===== src/common/charger_pkg.sv =====
// Shared constants for the charger control and I2C status block
//
// Overview of operation
// - Battery below 3.0 V keeps the charger in pre-charge at low current.
// - Full charge runs constant current, then constant voltage until current tapers.
// - Regulation voltage comes from four temperature band settings; current is halved below 10 or above 45 degrees.
// - Charging stops below 0 or above 60 degrees, resuming above 10 or below 50 degrees.
// - Off until enable high and supply above upper threshold; off below lower.
// - Inductor current limit ends the present switching cycle early.
// - Over-temperature tri-states the switch node until cool-down, then restarts.
// - Battery 2 percent above termination voltage shuts charging down as fault.
// - Overvoltage, temperature out of range or full-charge timeout stop charging, fault low.
// - Once a fault clears, return to initialize; fault output low until status read.
// - After status read clears faults, release fault output until a new fault.
// - Open thermistor, shutdown, undervoltage, top-off timeout stop charging, set status.
// - Warnings set status bits but never pull the fault output low.
// - Status read clears every bit whose condition is gone; fault output released once fault bits clear.
// - I2C slave for standard and fast mode with auto-incrementing register address.
// - START and STOP are SDA edges while SCL is high; slave detects both.
// - On matching address the slave holds SDA low through the acknowledge clock.
// - SDA stable while SCL high; any such change is a START or STOP.
// - Bytes are eight bits plus acknowledge; slave receiver acknowledges every byte.
// - Master reader leaves last byte unacknowledged; slave then releases SDA.
// - Transmitter releases SDA before the acknowledge bit.
// - The slave answers only to seven-bit address 0x48.
// - Status register is read-only; bus writes leave it unchanged.
package charger_pkg;
   localparam int CLK_HZ = 20_000_000;
   localparam int SW_FREQ_HZ = 1_000_000;
   localparam int DUTY_MAX_PCT = 98;
   localparam int PWM_PERIOD_CYC = CLK_HZ / SW_FREQ_HZ;
   localparam int PWM_ON_CYC = (PWM_PERIOD_CYC * DUTY_MAX_PCT) / 100;
   localparam int TIMER_TICK_S = 1;
   localparam int TIMER_TICK_CYC = CLK_HZ * TIMER_TICK_S;

   localparam logic [6:0] SLAVE_ADDR = 7'h48;

   localparam logic [7:0] OFS_STATUS = 8'h00;
   localparam logic [7:0] OFS_CFG1 = 8'h02;
   localparam logic [7:0] OFS_CFG2 = 8'h03;
   localparam logic [7:0] OFS_CFG3 = 8'h04;
   localparam logic [7:0] OFS_CFG4 = 8'h05;
   localparam logic [7:0] OFS_CFG5 = 8'h06;
   localparam logic [7:0] OFS_CFG_EN = 8'h11;
   localparam logic [7:0] OFS_EEP_CTRL = 8'h12;

   localparam logic [7:0] RST_STATUS = 8'h00;
   localparam logic [7:0] RST_CFG = 8'h00;
   localparam logic [7:0] RST_CFG_EN = 8'h00;
   localparam logic [7:0] RST_EEP_CTRL = 8'h00;
   localparam logic [7:0] RST_TIMER_LIMIT = 8'h0a;

   // Status bit positions
   localparam int ST_BATT_OV = 7;
   localparam int ST_FC_TO = 6;
   localparam int ST_TEMP_0C = 5;
   localparam int ST_TEMP_60C = 4;
   localparam int ST_TSD = 3;
   localparam int ST_TOP_TO = 2;
   localparam int ST_VIN_UV = 1;
   localparam int ST_TH_OPEN = 0;

   // Field positions of the first two configuration registers
   localparam int CF_PRE_LSB = 6;
   localparam int CF_VHI_LSB = 3;
   localparam int CF_VLO_LSB = 0;

   typedef enum logic [2:0] {
      CH_OFF, CH_INIT, CH_PRE, CH_CC, CH_CV, CH_DONE
   } chg_state_t;
endpackage


===== src/rtl/charger_fault_i2c_ctrl.sv =====
// Charger sequencer, protection, status register and I2C slave
`timescale 1ns/1ps
module charger_fault_i2c_ctrl
   import charger_pkg::*;
#(
   parameter int TIMER_TICK = TIMER_TICK_CYC
) (
   // Clock and reset
   input wire logic clk_i,
   input wire logic rst_n_i,
   // Enable and supply comparators
   input wire logic enable_i,
   input wire logic supply_input_hi_i,
   input wire logic supply_input_lo_i,
   // Battery comparators
   input wire logic bat_below_pre_i,
   input wire logic bat_at_term_i,
   input wire logic bat_over_i,
   input wire logic chg_taper_i,
   // Thermistor comparators
   input wire logic th_open_i,
   input wire logic th_below0_i,
   input wire logic th_below10_i,
   input wire logic th_above45_i,
   input wire logic th_above50_i,
   input wire logic th_above60_i,
   // Die temperature and current limit
   input wire logic tsd_trip_i,
   input wire logic tsd_cool_i,
   input wire logic switch_overcurrent_limit_i,
   // Switch node
   output logic switch_node_out_o,
   output logic switch_node_out_oe_o,
   // Regulation settings
   output logic [2:0] chg_mode_o,
   output logic [1:0] pre_current_o,
   output logic [2:0] vreg_code_o,
   output logic [7:0] cc_code_o,
   // Fault pin, open drain
   output logic fault_n_out_o,
   output logic fault_n_out_oe_o,
   // I2C pins
   input wire logic scl_i,
   input wire logic sda_i,
   output logic sda_o,
   output logic sda_oe_o
);
   localparam int NSYNC = 16;

   typedef enum {
      I_IDLE, I_ADDR, I_ADDR_ACK, I_WR, I_WR_ACK, I_RD, I_RD_ACK
   } i2c_state_t;

   logic [NSYNC-1:0] sync_lvl;
   logic en_s, vhi_s, vlo_s, blow_s, bterm_s, bov_s, taper_s;
   logic thopen_s, b0_s, b10_s, a45_s, a50_s, a60_s;
   logic tsdt_s, tsdc_s, ocl_s, scl_s, sda_s;

   pin_sync #(.WIDTH(NSYNC)) u_sync (
      .clk_i(clk_i),
      .rst_n_i(rst_n_i),
      .async_i({enable_i, supply_input_hi_i, supply_input_lo_i,
                bat_below_pre_i, bat_at_term_i, bat_over_i, chg_taper_i,
                th_open_i, th_below0_i, th_below10_i, th_above45_i,
                th_above50_i, th_above60_i, tsd_trip_i, tsd_cool_i,
                switch_overcurrent_limit_i}),
      .level_o(sync_lvl)
   );
   assign {en_s, vhi_s, vlo_s, blow_s, bterm_s, bov_s, taper_s, thopen_s,
           b0_s, b10_s, a45_s, a50_s, a60_s, tsdt_s, tsdc_s,
           ocl_s} = sync_lvl;

   // SCL and SDA idle high, so their filters are kept apart with a high reset
   logic sd1_r, sd2_r, sd3_r, sda_r;
   logic sc1_r, sc2_r, sc3_r, scl_r;
   always_ff @(posedge clk_i or negedge rst_n_i) begin
      if (!rst_n_i) begin
         sd1_r <= 1'b1;
         sd2_r <= 1'b1;
         sd3_r <= 1'b1;
         sda_r <= 1'b1;
         sc1_r <= 1'b1;
         sc2_r <= 1'b1;
         sc3_r <= 1'b1;
         scl_r <= 1'b1;
      end else begin
         sd1_r <= sda_i;
         sd2_r <= sd1_r;
         sd3_r <= sd2_r;
         if (sd2_r == sd3_r) begin
            sda_r <= sd3_r;
         end
         sc1_r <= scl_i;
         sc2_r <= sc1_r;
         sc3_r <= sc2_r;
         if (sc2_r == sc3_r) begin
            scl_r <= sc3_r;
         end
      end
   end
   assign sda_s = sda_r;
   assign scl_s = scl_r;

   // Configuration storage
   logic [7:0] cfg_r [5];
   logic [7:0] cfg_en_r, eep_ctrl_r;
   logic [7:0] status_r;
   logic wr_stb, rd_clr;
   logic [7:0] sub_r, shift_r;

   // Powered state with supply hysteresis
   logic power_r;
   always_ff @(posedge clk_i or negedge rst_n_i) begin
      if (!rst_n_i) begin
         power_r <= 1'b0;
      end else if (!en_s || vlo_s) begin
         power_r <= 1'b0;
      end else if (vhi_s) begin
         power_r <= 1'b1;
      end
   end

   // Temperature latches with hysteresis, and die shutdown latch
   logic cold_r, hot_r, tsd_r;
   always_ff @(posedge clk_i or negedge rst_n_i) begin
      if (!rst_n_i) begin
         cold_r <= 1'b0;
         hot_r <= 1'b0;
      end else begin
         if (b0_s) begin
            cold_r <= 1'b1;
         end else if (!b10_s) begin
            cold_r <= 1'b0;
         end
         if (a60_s) begin
            hot_r <= 1'b1;
         end else if (!a50_s) begin
            hot_r <= 1'b0;
         end
      end
   end

   always_ff @(posedge clk_i or negedge rst_n_i) begin
      if (!rst_n_i) begin
         tsd_r <= 1'b0;
      end else if (tsdt_s) begin
         tsd_r <= 1'b1;
      end else if (tsdc_s) begin
         tsd_r <= 1'b0;
      end
   end

   // Phase timers; timeouts hold until the charger is switched off
   chg_state_t state_r, state_nxt;
   logic fc_exp, top_exp, fc_to_r, top_to_r;

   phase_timer #(.TICK_CYC(TIMER_TICK)) u_fc_tmr (
      .clk_i(clk_i),
      .rst_n_i(rst_n_i),
      .run_i(state_r == CH_CC || state_r == CH_CV),
      .limit_i(cfg_r[2]),
      .expired_o(fc_exp)
   );
   phase_timer #(.TICK_CYC(TIMER_TICK)) u_top_tmr (
      .clk_i(clk_i),
      .rst_n_i(rst_n_i),
      .run_i(state_r == CH_CV),
      .limit_i(cfg_r[3]),
      .expired_o(top_exp)
   );

   always_ff @(posedge clk_i or negedge rst_n_i) begin
      if (!rst_n_i) begin
         fc_to_r <= 1'b0;
         top_to_r <= 1'b0;
      end else if (!power_r) begin
         fc_to_r <= 1'b0;
         top_to_r <= 1'b0;
      end else begin
         fc_to_r <= fc_to_r | fc_exp;
         top_to_r <= top_to_r | top_exp;
      end
   end

   logic fault_cond, warn_cond, vin_uv;
   assign vin_uv = en_s && !power_r && !vhi_s;
   assign fault_cond = bov_s | cold_r | hot_r | fc_to_r;
   assign warn_cond = thopen_s | tsd_r | top_to_r;

   // Return to initialize while any condition is present
   always_comb begin
      state_nxt = state_r;
      unique case (state_r)
         CH_OFF: if (power_r) state_nxt = CH_INIT;
         CH_INIT: if (!fault_cond && !warn_cond) state_nxt = CH_PRE;
         CH_PRE: if (!blow_s) state_nxt = CH_CC;
         CH_CC: if (bterm_s) state_nxt = CH_CV;
         CH_CV: if (taper_s) state_nxt = CH_DONE;
         CH_DONE: if (blow_s) state_nxt = CH_PRE;
      endcase
      if (state_r != CH_OFF && (fault_cond || warn_cond)) begin
         state_nxt = CH_INIT;
      end
      if (!power_r) begin
         state_nxt = CH_OFF;
      end
   end

   always_ff @(posedge clk_i or negedge rst_n_i) begin
      if (!rst_n_i) begin
         state_r <= CH_OFF;
      end else begin
         state_r <= state_nxt;
      end
   end

   always_ff @(posedge clk_i or negedge rst_n_i) begin
      if (!rst_n_i) begin
         vreg_code_o <= 3'h0;
         cc_code_o <= 8'h00;
         pre_current_o <= 2'h0;
         chg_mode_o <= 3'h0;
      end else begin
         if (b10_s) begin
            vreg_code_o <= cfg_r[0][CF_VHI_LSB +: 3];
         end else if (a50_s) begin
            vreg_code_o <= cfg_r[1][CF_VLO_LSB +: 3];
         end else if (a45_s) begin
            vreg_code_o <= cfg_r[1][CF_VHI_LSB +: 3];
         end else begin
            vreg_code_o <= cfg_r[0][CF_VLO_LSB +: 3];
         end
         cc_code_o <= (b10_s || a45_s) ? (cfg_r[4] >> 1) : cfg_r[4];
         pre_current_o <= cfg_r[0][CF_PRE_LSB +: 2];
         chg_mode_o <= state_r;
      end
   end

   // Switching cycle with early end on current limit
   logic [4:0] pwm_cnt_r;
   logic cut_r, reg_on;
   assign reg_on = (state_r == CH_PRE || state_r == CH_CC ||
                    state_r == CH_CV);
   always_ff @(posedge clk_i or negedge rst_n_i) begin
      if (!rst_n_i) begin
         pwm_cnt_r <= 5'h00;
         cut_r <= 1'b0;
         switch_node_out_o <= 1'b0;
         switch_node_out_oe_o <= 1'b0;
      end else begin
         if (pwm_cnt_r == 5'(PWM_PERIOD_CYC - 1)) begin
            pwm_cnt_r <= 5'h00;
            cut_r <= 1'b0;
         end else begin
            pwm_cnt_r <= pwm_cnt_r + 5'h01;
            if (ocl_s) begin
               cut_r <= 1'b1;
            end
         end
         switch_node_out_o <= reg_on && !cut_r && !ocl_s &&
                              (pwm_cnt_r < 5'(PWM_ON_CYC));
         switch_node_out_oe_o <= reg_on && !tsd_r;
      end
   end

   always_ff @(posedge clk_i or negedge rst_n_i) begin
      if (!rst_n_i) begin
         status_r <= RST_STATUS;
      end else begin
         status_r <= (rd_clr ? 8'h00 : status_r) |
                     {bov_s, fc_to_r, cold_r, hot_r,
                      tsd_r, top_to_r, vin_uv, thopen_s};
      end
   end

   // Fault pin follows fault bits only
   assign fault_n_out_o = 1'b0;
   assign fault_n_out_oe_o = |status_r[ST_BATT_OV:ST_TEMP_60C];

   function automatic logic [7:0] reg_read(input logic [7:0] a,
                                           input logic [7:0] st);
      unique case (a)
         OFS_STATUS: reg_read = st;
         OFS_CFG1: reg_read = cfg_r[0];
         OFS_CFG2: reg_read = cfg_r[1];
         OFS_CFG3: reg_read = cfg_r[2];
         OFS_CFG4: reg_read = cfg_r[3];
         OFS_CFG5: reg_read = cfg_r[4];
         OFS_CFG_EN: reg_read = cfg_en_r;
         OFS_EEP_CTRL: reg_read = eep_ctrl_r;
         default: reg_read = 8'h00;
      endcase
   endfunction

   always_ff @(posedge clk_i or negedge rst_n_i) begin
      if (!rst_n_i) begin
         for (int i = 0; i < 5; i++) begin
            cfg_r[i] <= RST_CFG;
         end
         cfg_r[2] <= RST_TIMER_LIMIT;
         cfg_r[3] <= RST_TIMER_LIMIT;
         cfg_en_r <= RST_CFG_EN;
         eep_ctrl_r <= RST_EEP_CTRL;
      end else if (wr_stb) begin
         if (sub_r >= OFS_CFG1 && sub_r <= OFS_CFG5) begin
            cfg_r[3'(sub_r - OFS_CFG1)] <= shift_r;
         end
         if (sub_r == OFS_CFG_EN) cfg_en_r <= shift_r;
         if (sub_r == OFS_EEP_CTRL) eep_ctrl_r <= shift_r;
      end
   end

   // I2C slave
   i2c_state_t i_st_r;
   logic scl_d_r, sda_d_r, rw_r, first_r, mnack_r;
   logic [3:0] bit_r;
   logic [7:0] tx_r;
   logic [7:0] rd_byte;
   logic scl_rise, scl_fall, start_c, stop_c;

   assign scl_rise = scl_s && !scl_d_r;
   assign scl_fall = !scl_s && scl_d_r;
   assign start_c = scl_s && scl_d_r && sda_d_r && !sda_s;
   assign stop_c = scl_s && scl_d_r && !sda_d_r && sda_s;
   assign wr_stb = scl_fall && i_st_r == I_WR && bit_r == 4'h8 &&
                   !first_r;
   assign rd_clr = scl_fall && sub_r == OFS_STATUS &&
                   ((i_st_r == I_ADDR_ACK && rw_r) ||
                    (i_st_r == I_RD_ACK && !mnack_r));
   assign sda_o = 1'b0;

   // Byte to be sent from the current subaddress
   always_comb begin
      rd_byte = reg_read(sub_r, status_r);
   end

   always_ff @(posedge clk_i or negedge rst_n_i) begin
      if (!rst_n_i) begin
         i_st_r <= I_IDLE;
         scl_d_r <= 1'b1;
         sda_d_r <= 1'b1;
         sda_oe_o <= 1'b0;
         bit_r <= 4'h0;
         shift_r <= 8'h00;
         tx_r <= 8'h00;
         sub_r <= 8'h00;
         rw_r <= 1'b0;
         first_r <= 1'b0;
         mnack_r <= 1'b0;
      end else begin
         scl_d_r <= scl_s;
         sda_d_r <= sda_s;
         if (start_c) begin
            i_st_r <= I_ADDR;
            bit_r <= 4'h0;
            sda_oe_o <= 1'b0;
         end else if (stop_c) begin
            i_st_r <= I_IDLE;
            sda_oe_o <= 1'b0;
         end else if (scl_rise) begin
            // Address and data shift MSB first
            if (i_st_r == I_ADDR || i_st_r == I_WR) begin
               shift_r <= {shift_r[6:0], sda_s};
               bit_r <= bit_r + 4'h1;
            end
            if (i_st_r == I_RD_ACK) mnack_r <= sda_s;
         end else if (scl_fall) begin
            unique case (i_st_r)
               I_IDLE: ;
               I_ADDR: if (bit_r == 4'h8) begin
                  if (shift_r[7:1] == SLAVE_ADDR) begin
                     i_st_r <= I_ADDR_ACK;
                     sda_oe_o <= 1'b1;
                     rw_r <= shift_r[0];
                  end else begin
                     i_st_r <= I_IDLE;
                  end
               end
               I_ADDR_ACK: begin
                  bit_r <= 4'h0;
                  if (rw_r) begin
                     tx_r <= rd_byte;
                     sda_oe_o <= !rd_byte[7];
                     sub_r <= sub_r + 8'h01;
                     i_st_r <= I_RD;
                  end else begin
                     sda_oe_o <= 1'b0;
                     first_r <= 1'b1;
                     i_st_r <= I_WR;
                  end
               end
               I_WR: if (bit_r == 4'h8) begin
                  sda_oe_o <= 1'b1;
                  i_st_r <= I_WR_ACK;
                  first_r <= 1'b0;
                  sub_r <= first_r ? shift_r : sub_r + 8'h01;
               end
               I_WR_ACK: begin
                  sda_oe_o <= 1'b0;
                  bit_r <= 4'h0;
                  i_st_r <= I_WR;
               end
               I_RD: if (bit_r == 4'h7) begin
                  sda_oe_o <= 1'b0;
                  i_st_r <= I_RD_ACK;
               end else begin
                  tx_r <= {tx_r[6:0], 1'b0};
                  sda_oe_o <= !tx_r[6];
                  bit_r <= bit_r + 4'h1;
               end
               I_RD_ACK: begin
                  bit_r <= 4'h0;
                  if (mnack_r) begin
                     sda_oe_o <= 1'b0;
                     i_st_r <= I_IDLE;
                  end else begin
                     tx_r <= rd_byte;
                     sda_oe_o <= !rd_byte[7];
                     sub_r <= sub_r + 8'h01;
                     i_st_r <= I_RD;
                  end
               end
            endcase
         end
      end
   end
endmodule // charger_fault_i2c_ctrl


===== src/rtl/phase_timer.sv =====
// Prescaled timeout counter for one charging phase
`timescale 1ns/1ps
module phase_timer #(
   parameter int TICK_CYC = 20_000_000
) (
   // Clock and reset
   input wire logic clk_i,
   input wire logic rst_n_i,
   // Control
   input wire logic run_i,
   input wire logic [7:0] limit_i,
   output logic expired_o
);
   logic [31:0] pre_r;
   logic [7:0] cnt_r;
   logic tick;

   assign tick = (pre_r == 32'(TICK_CYC - 1));

   always_ff @(posedge clk_i or negedge rst_n_i) begin
      if (!rst_n_i) begin
         pre_r <= 32'h0;
         cnt_r <= 8'h00;
      end else if (!run_i) begin
         pre_r <= 32'h0;
         cnt_r <= 8'h00;
      end else begin
         pre_r <= tick ? 32'h0 : pre_r + 32'h1;
         if (tick && !expired_o) begin
            cnt_r <= cnt_r + 8'h01;
         end
      end
   end

   assign expired_o = run_i && (cnt_r >= limit_i);
endmodule // phase_timer


===== src/rtl/pin_sync.sv =====
// Three-stage synchroniser with agreement filter for external inputs
`timescale 1ns/1ps
module pin_sync #(
   parameter int WIDTH = 1
) (
   // Clock and reset
   input wire logic clk_i,
   input wire logic rst_n_i,
   // Pins and filtered levels
   input wire logic [WIDTH-1:0] async_i,
   output logic [WIDTH-1:0] level_o
);
   genvar g;
   generate
      for (g = 0; g < WIDTH; g++) begin : g_bit
         logic s1_r, s2_r, s3_r, lvl_r;
         always_ff @(posedge clk_i or negedge rst_n_i) begin
            if (!rst_n_i) begin
               s1_r <= 1'b0;
               s2_r <= 1'b0;
               s3_r <= 1'b0;
               lvl_r <= 1'b0;
            end else begin
               s1_r <= async_i[g];
               s2_r <= s1_r;
               s3_r <= s2_r;
               if (s2_r == s3_r) begin
                  lvl_r <= s3_r;
               end
            end
         end
         assign level_o[g] = lvl_r;
      end
   endgenerate
endmodule // pin_sync


===== config.mk =====
export PLATFORM = sky130hd
export DESIGN_NAME = charger_fault_i2c_ctrl
export DESIGN_NICKNAME = d
export VERILOG_FILES = /design/src/common/charger_pkg.sv /design/src/rtl/charger_fault_i2c_ctrl.sv /design/src/rtl/phase_timer.sv /design/src/rtl/pin_sync.sv
export SDC_FILE = /design/constraint.sdc
export NUM_CORES = 1
export LEC_CHECK = 0
export ABC_AREA = 1
export BUFFER_PORTS_ARGS = -buffer_cell sky130_fd_sc_hd__buf_2
export CORE_UTILIZATION = 55
export CTS_CLUSTER_SIZE = 20
export DETAILED_ROUTE_END_ITERATION = 12
export PLACE_DENSITY_LB_ADDON = 0.1
export SETUP_SLACK_MARGIN = 0.15
export SYNTH_ARGS = -nofsm -noshare
export SYNTH_HDL_FRONTEND = slang
export SYNTH_HIERARCHICAL = 1
export SYNTH_SLANG_ARGS = --single-unit

===== constraint.sdc =====
create_clock -name clk_i -period 1.9 [get_ports clk_i]
set_clock_uncertainty 0.05 [all_clocks]
set_input_delay 0.19 -clock clk_i [delete_from_list [all_inputs] [get_ports clk_i]]
set_output_delay 0.19 -clock clk_i [all_outputs]
set_load 0.005 [all_outputs]

# Word-level counts from Yosys, hierarchy flattened
# Cells that the tools add are included.
# W data, S select, Z words.
[word_totals]
reg_bits = 314
inputBits = 20
out_inout_bits = 22
[classes]
magnitude_cmp = 7
n_bitwise = 12
n_eq_ne = 68
reduce_logical = 82
mux = 79
addsub = 8
[ops]
columns = ["op", "count"]
rows = [
  ["$mux W32", 11],
  ["$pmux W32 S6", 1],
  ["$eq A32 B3 Y1 const B", 5],
  ["$eq A32 B2 Y1 const B", 3],
  ["$mux W8", 11],
  ["$add A32 B1 Y32 const B", 2],
  ["$eq A32 B25 Y1 const B", 2],
  ["$pmux W8 S8", 1],
  ["$bwmux W40", 1],
  ["$mux W3", 12],
  ["$eq A32 B1 Y1 const B", 1],
  ["$eq A32 B4 Y1 const B", 1],
  ["$ne A4 B4 Y1 const B", 8],
  ["$logic_and A1 B1 Y1", 28],
  ["$add A8 B1 Y8 const B", 3],
  ["$demux W8 S3", 1],
  ["$eq A8 B3 Y1 const B", 3],
  ["$mux W1", 24],
  ["$mux W4", 6],
  ["$pmux W8 S3", 1],
  ["$mux W7", 3],
  ["$pmux W7 S3", 1],
  ["$eq A1 B1 Y1", 18],
  ["$logic_not A1 Y1", 18],
  ["other kinds (48)", 91],
]

# Depth between registers and ports, before layout
# Gate-level depths: netlist (run 1).
[depth]
word_depth = 9
depth_mapped = 13
mapped_depth_nobuf = 13

# Modules after synthesis
# Netlist (run 1), hierarchy kept.
[by_module_without_submodules]
columns = ["mod", "seq_area_each_um2", "cells_per_inst", "area_per_inst_um2", "instances"]
rows = [
  ["charger_fault_i2c_ctrl", 3545.9, 828, 6708.9, 1],
  ["phase_timer at u_top_tmr", 1001.0, 405, 2772.7, 1],
  ["phase_timer at u_fc_tmr", 1001.0, 403, 2711.4, 1],
  ["pin_sync", 1601.5, 144, 1981.9, 1],
]

# Least setup slack after synthesis (run 1)
# No wires, ideal clock.
[synth_timing]
kind = "register to register"
startpoint = "reg scl_d_r"
endpoint = "reg tx_r[0]"
synth_period_minus_slack_ns = 1.871
arrival_time_ns = 1.738
path_stages_with_launch = 11
n_path_buf = 1
required_ns = 1.767
path_slack_ns = 0.029
cell_sequence = "dfstp_2 inv_1 ha_1 inv_1 nand2_1 nor2_1 nand3_1 inv_1 clkbuf_1 nand3_1 o21ai_0"
[synth_via]
elab_chain_len = 5
[synth_rtl]
columns = ["item", "line_no", "text"]
rows = [
  ["start: declaration", "charger_fault_i2c_ctrl.sv:315", "logic scl_d_r, sda_d_r, rw_r, first_r, mnack_r;"],
  ["start signal: assignment", "charger_fault_i2c_ctrl.sv:351", "scl_d_r <= scl_s;"],
  ["$logic_and A1 B1 Y1", "charger_fault_i2c_ctrl.sv:323, charger_fault_i2c_ctrl.sv:324", ""],
  ["$logic_and A1 B1 Y1 (on tied branches) (2 in a row)", "charger_fault_i2c_ctrl.sv:324, charger_fault_i2c_ctrl.sv:323", ""],
  ["$not A1 Y1 (no line)", "n/a", ""],
  ["$reduce_and A8 Y1 (no line) (*)", "n/a", ""],
  ["end signal: assignment", "charger_fault_i2c_ctrl.sv:382", "tx_r <= rd_byte;"],
  ["end signal: assignment", "charger_fault_i2c_ctrl.sv:407", "tx_r <= {tx_r[6:0], 1'b0};"],
  ["end signal: assignment", "charger_fault_i2c_ctrl.sv:417", "tx_r <= rd_byte;"],
  ["end: declaration", "charger_fault_i2c_ctrl.sv:317", "logic [7:0] tx_r;"],
]
# Mark *: on every way between the ends. The rest lies on a longest branch, timed or not.
# A chain may end at the register's enable or synchronous reset.

# Final worst setup path (run 1)
[layout_timing]
startpoint = "reg scl_d_r"
endpoint = "reg cfg_r[20] (netlist name)"
[layout_via]
elab_chain_len = 5
[layout_rtl]
columns = ["item", "line_no", "text"]
rows = [
  ["$logic_and A1 B1 Y1", "charger_fault_i2c_ctrl.sv:322", "assign scl_fall = !scl_s && scl_d_r;"],
  ["$logic_and A1 B1 Y1 (3 in a row)", "charger_fault_i2c_ctrl.sv:325", "assign wr_stb = scl_fall && i_st_r == I_WR && bit_r == 4'h8 &&"],
  ["$reduce_and A2 Y1 (no line)", "n/a", ""],
  ["end signal: indexed assignment", "charger_fault_i2c_ctrl.sv:306", "cfg_r[3'(sub_r - OFS_CFG1)] <= shift_r;"],
  ["end: declaration", "charger_fault_i2c_ctrl.sv:105", "logic [7:0] cfg_r [5];"],
]
# Every way passes these cells.

==> metrics, run 1 <==
Initial Util=56.13%; Max Slew Vio Count=0; Final Hold Vio Count=0; Placed Instance Area=15,070 um^2; vias in the first global route=11,642; Syn Inst Count=1,780; DRT iter0 DRCs=1,033; setup slack, reg-to-reg=-0.006 ns; Final nets=1,984; CP Data Required Time=2.29 ns; chip width=162.5 um; Reg clk slew, reported paths=0.06 ns; DP Worst Slack=-0.04671 ns; status=finished with violations; top_reg_cell synth=dfrtp_1; R2R depth=10; RSZ-0062 raised after global routing=true; WS Path Type=flip-flop to flip-flop; CP Capture Type=flip-flop; share of cells above drive strength 1=22.37%; EDFF count, synth=0; antenna cells=0; failing checks=setup timing; total CTS buffers=31; Clock Path Buffers=3; Routed Antenna Nets=0; startpoint types=flip-flop; port bufs=39; Layout Area Growth over Synthesis=23.97%; Data arrival, critical path=2.29 ns; DRT Pass-1 Iters=7; setup ws final=-0.005826 ns; die height=162.5 um; minimum hold slack=0.03347 ns; top area cells in the synthesized netlist=dfrtp_1 (48%), nand2_1 (13%), nor2_1 (7.2%), inv_1 (5.3%), o21ai_0 (4.9%); vias per cell=5.311; YS warnings=6; fraction of registers with async set/reset=100.0%; FF+latch count, synth=285; Synth area leader=dfrtp_1; mapped cell area=14,170 um^2; most common cell after layout, fill and taps aside=nand2_1; CP max FO=8; period utilization=100.3%; Least-Margin Pin Slew=0.5497 ns; post-synth top area share=47.84%; Synth Area per Inst=7.963 um^2; average wire per standard cell=15.25 um; P per Cell Area=765.4 nW/um^2; post-route non-filler standard cell count=2,288; Yosys cell types=44; Rows=58; CTS tree=built; Die Area=26,420 um^2; vias=12,152; WL final=34,880 um; Tot Pwr=13.45 mW; Clock Latency Late Sink=0.57 ns; largest net degree at the start of global routing=71; detailed placement HPWL=23,200 um; routability cong.=0.9569; setup TNS=-0.005826 ns; gr ovfl total=0; Final min period=1.906 ns; core footprint=25,250 um^2; worst vdd ir=0.0007214 V; CTS HTree Levels=1; cell total after placement=2,171; Multi-input gate area=6748 um^2; Slew Limit Headroom=63.31%; first-pass GRT wire length=56,940 um; DRC violations left=0; # IOs=42; clk sinks=285; Seq/Total Area, Yosys=50.44%; post-layout util=69.58%; Hold Crit Class=input port to async pin; final instance area=17,570 um^2; FMAX=524.7 MHz; P_leak=8.001 nW; Filler Cells Inserted=1,983; gr usage total=26.52%; number of setup violations in the final report=1; Max Cap Violations=0; Root Driver=clkbuf_16; initial antenna violation count=0; area taken by flip-flops and latches=7152 um^2; commonest cells after routing, fill and taps aside=nand2_1 (408), dfrtp_1 (269), nor2_1 (249)
==> area by class of cell <==
| cell class | instances | share of cell area [%] |
|---|---|---|
| Clock buffer | 39 | 4.927 |
| Clock inverter | 19 | 1.061 |
| Inverter | 210 | 4.550 |
| Multi-Input combinational cell | 1241 | 38.40 |
| Sequential cell | 285 | 40.70 |
| Tap cell | 330 | 2.350 |
| Timing Repair Buffer | 163 | 7.974 |
| Timing Repair inverter | 1 | 0.04272 |
==> cells by family (layout without fill, tap and decap cells) <==
kind of cell    count (synthesis)  count (layout)  synth area share, %
compound gates                202             202                7.494
buf+inv                       255             432                7.741
flops                         285             285                50.44
xor+xnor                       39              39                2.410
simple gates                  965             965                29.01
fa+ha+maj                      33              33                2.878
other cells                     1               2              0.02646
==> worst paths after layout <==
check                                           from                     to
worst min register to register  u_sync/g_bit[0].s1_r   u_sync/g_bit[0].s2_r
min in group clk_i                 supply_input_hi_i  u_sync/g_bit[14].s1_r
max in group asynchronous                    rst_n_i    u_top_tmr/pre_r[23]
worst max-delay path                         scl_d_r              cfg_r[20]
worst min-delay path                         rst_n_i               bit_r[1]
worst max register to register               scl_d_r              cfg_r[20]
==> metal layers <==
layer	track usage, %	vias up	part of all wire, %
met2	42.70	300	48
met3	3.667	46	5.1
met4	7.562	0	1.8
li1	-	5952	-
met1	37.56	5854	46
met5	0	-	0
==> timing repair <==
item / in CTS / in global routing
cloned: 6 / 3
pin swaps: 41 / 33
buffers inserted: 18 / 13
resized for setup: 119 / 218
endpoints found under the setup margin: 105 / 128
endpoints found under the hold margin: 292 / 0
hold buffers: 19 / 0
==> registers in the layout, indices dropped and copies added (netlist names), 16 cells and up <==
signal,count
u_sync/g_bit.s1_r,16
u_sync/g_bit.lvl_r,16
u_fc_tmr/pre_r,32
u_sync/g_bit.s2_r,16
cfg_r,40
u_top_tmr/pre_r,32
u_sync/g_bit.s3_r,16
==> power by group <==
| group | leakage, nW | internal, mW | switching (mW) |
|---|---|---|---|
| Combinational | 3.76 | 0.373 | 0.568 |
| Clock | 0.518 | 3.53 | 2.55 |
| Sequential | 3.72 | 6.28 | 0.154 |
| Total | 8.00 | 10.2 | 3.27 |
==> Yosys cell counts, types with 4 or more instances <==
master / n
a21oi_1: 42
buf_2: 4
buf_4: 18
buf_6: 9
clkbuf_1: 13
clkinv_1: 4
dfrtp_1: 271
dfstp_2: 14
ha_1: 31
inv_1: 200
inv_2: 6
nand2_1: 474
nand2_2: 5
nand2_4: 4
nand3_1: 124
nand4_1: 27
nor2_1: 272
nor2_2: 10
nor3_1: 23
nor3b_1: 5
o211ai_1: 5
o21ai_0: 138
o21bai_1: 7
xnor2_1: 19
xor2_1: 20
==> worst max-delay path, stage by stage, from the launching register on <==
cell and delay (ns):
dfstp_2 0.56, buf_6 0.10, ha_4 0.15, inv_4 0.04
nor4_4 0.17, buf_6 0.17, buf_12 0.13, nand3_4 0.10
buf_8 0.17, nand2_2 0.06, o21ai_1 0.06
Note: power is estimated with default switching activity, not from simulation.
==> run 2: changes to the inputs <==
--- a/config.mk
+++ b/config.mk
@@ -7,10 +7,10 @@
 export LEC_CHECK = 0
 export ABC_AREA = 1
 export BUFFER_PORTS_ARGS = -buffer_cell sky130_fd_sc_hd__buf_2
-export CORE_UTILIZATION = 55
+export CORE_UTILIZATION = 54
 export CTS_CLUSTER_SIZE = 20
 export DETAILED_ROUTE_END_ITERATION = 12
-export PLACE_DENSITY_LB_ADDON = 0.1
+export PLACE_DENSITY = 0.73
 export SETUP_SLACK_MARGIN = 0.15
 export SYNTH_ARGS = -nofsm -noshare
 export SYNTH_HDL_FRONTEND = slang
==> run 2 against run 1 <==
Net effect: the run still ends with setup timing left; highest routed layer unchanged; combinational power increased by 2%; via count increased by 3.6%; clock power decreased by 4.1%; non-clock buffer count increased by 7; final cell count increased by 0.26%; flip-flop and latch count unchanged; maximum frequency decreased by 2.5%; cell area increased by 1.4%; power decreased by 1.6%; largest power group unchanged; first-iteration DRC count decreased by 3.1%; critical path depth increased by 1.
==> metrics, run 2 (synthesis results as in run 1) <==
final instance area=17,810 um^2 (+1.4%); Clock Latency Late Sink=0.56 ns (about the same); share of cells above drive strength 1=24.39% (+2.0 points); vias in the first global route=11,351 (-2.5%); setup slack, reg-to-reg=-0.05 ns (-0.05 ns); core footprint=25,470 um^2 (+0.86%); DRC violations left=0 (unchanged); Layout Area Growth over Synthesis=25.65%; Initial Util=55.65% (-0.48 points); WL final=35,820 um (+2.7%); antenna cells=0 (unchanged); commonest cells after routing, fill and taps aside=nand2_1 (391), dfrtp_1 (263), nor2_1 (246); Max Slew Vio Count=0 (unchanged); Routed Antenna Nets=0 (unchanged); first-pass GRT wire length=54,950 um (-3.5%); CTS HTree Levels=1 (unchanged); RSZ-0062 raised after global routing=true; most common cell after layout, fill and taps aside=nand2_1; Reg clk slew, reported paths=0.07 ns (about the same); Least-Margin Pin Slew=0.5167 ns (-0.03294 ns); status=finished with violations; Clock Path Buffers=3 (unchanged); Root Driver=clkbuf_16; die height=164.0 um (+0.91%); gr ovfl total=0 (unchanged); Final nets=1,991 (+0.35%); FF-to-FF End=sub_r[0]; DRT iter0 DRCs=1,001 (-3.1%); detailed placement HPWL=22,680 um (-2.3%); minimum hold slack=0.05758 ns (+0.02411 ns); routability cong.=0.9315 (-2.7%); Rows=58 (unchanged); DRT Pass-1 Iters=6 (-1); total CTS buffers=31 (unchanged); P_leak=8.098 nW (+1.2%); Largest register FFs=40 (unchanged); vias=12,586 (+3.6%); setup ws final=-0.05395 ns (-0.04812 ns); clk sinks=285 (unchanged); r2r startpoint=i_st_r[1]; largest net degree at the start of global routing=65 (-8.5%); chip width=164.0 um (+0.91%); # IOs=42 (unchanged); Filler Cells Inserted=1,875 (-5.4%); Final Hold Vio Count=0 (unchanged); failing checks=setup timing; Max Cap Violations=0 (unchanged); worst vdd ir=0.001080 V (+50%); FMAX=511.8 MHz (-2.5%); Slew Limit Headroom=65.51% (+2.2 points); area taken by flip-flops and latches=7159 um^2 (+0.11%); period utilization=102.8% (+2.5 points); R2R depth=11 (+1); Data arrival, critical path=2.36 ns (+0.07 ns); biggest regs=cfg_r x40, u_fc_tmr/pre_r x32, u_top_tmr/pre_r x32; P per Cell Area=742.9 nW/um^2 (-2.9%); Placed Instance Area=15,070 um^2 (about the same); Multi-input gate area=6954 um^2 (+3.1%); Final min period=1.954 ns (+0.04812 ns); average wire per standard cell=15.61 um (+2.4%); startpoint types=flip-flop; CP max FO=5 (-3); number of setup violations in the final report=18 (+17); Die Area=26,900 um^2 (+1.8%); CP Data Required Time=2.30 ns (about the same); CP Capture Type=flip-flop; vias per cell=5.486 (+3.3%); WS Path Type=flip-flop to flip-flop; gr usage total=25.46% (-1.1 points); CTS tree=built; Biggest register=cfg_r; Hold Crit Class=input port to async pin; initial antenna violation count=0 (unchanged); port bufs=39 (unchanged)
## run 2: power by group
| group | internal (mW) | leakage, nW | total (mW) | switching (mW) |
|---|---|---|---|---|
| registers | 6.28 | 3.71 | 6.45 | 0.167 |
| logic | 0.376 | 3.88 | 0.960 | 0.584 |
| clock network | 3.40 | 0.501 | 5.83 | 2.43 |
| total | 10.1 | 8.10 | 13.2 | 3.18 |
## run 2: worst max-delay path by stage
stage / start / end / slack [ns] / cells after the start
floorplan: scl_d_r / cfg_r[37] / 0.08 / 7
finish: i_st_r[1] / sub_r[0] / -0.05 / 11
detailed placement: scl_r / i_st_r[1] / -0.06 / 7
global placement: scl_r / i_st_r[1] / -0.01 / 8
global route: scl_d_r / sub_r[0] / -0.08 / 11
CTS: sub_r[1] / status_r[4] / 0.10 / 8
## run 2: critical path, cell delays in order, from the launching register on
cell	delay, ns
dfrtp_1	0.46
inv_1	0.13
nor2_2	0.21
nand3_1	0.18
o21ai_1	0.15
inv_1	0.05
o21ai_0	0.15
nor2_4	0.07
buf_6	0.15
buf_6	0.12
nand2_2	0.06
o21ai_2	0.06
## run 2: repair_timing
item,CTS,global route
buffers inserted,19,22
endpoints found under the setup margin,101,134
resized for setup,72,341
pin swaps,23,64
gates cloned,2,6
hold endpoints to repair,289,0
hold buffers,19,0
## run 2: area by class of cell
class | count | share of cell area [%]
Clock inverter | 14 | 0.5901
Inverter | 210 | 4.594
Timing Repair Buffer | 170 | 8.254
Clock buffer | 43 | 5.002
Tap cell | 330 | 2.318
Multi-Input combinational cell | 1242 | 39.04
Sequential cell | 285 | 40.20
## run 2: through the flow
| step | worst slack (ns) | instances | power, mW | utilization, % | setup TNS, ns |
|---|---|---|---|---|---|
| after global placement | -0.01298 | 2169 | 7.207 | 59.16 | -0.02716 |
| after global routing | -0.07653 | 2294 | 13.73 | 69.92 | -0.9861 |
| after detailed placement | -0.05934 | 2169 | 7.239 | 59.16 | -0.2562 |
| final | -0.05395 | 2294 | 13.23 | 69.92 | -0.3265 |
| after CTS | 0.1010 | 2266 | 13.16 | 65.35 | 0 |
| after floorplan | 0.08073 | 1781 | 6.918 | - | 0 |
## run 2: routing by layer
layer  track usage, %  wire length, um  part of all wire (%)  vias to the layer above
met3            3.409             2615                   7.3                       77
met4            6.860              862                   2.4                        0
met1            36.33            15370                    43                     6037
met2            40.95            16970                    47                      492
met5                0                0                     0                        -
li1                 -                -                     -                     5980
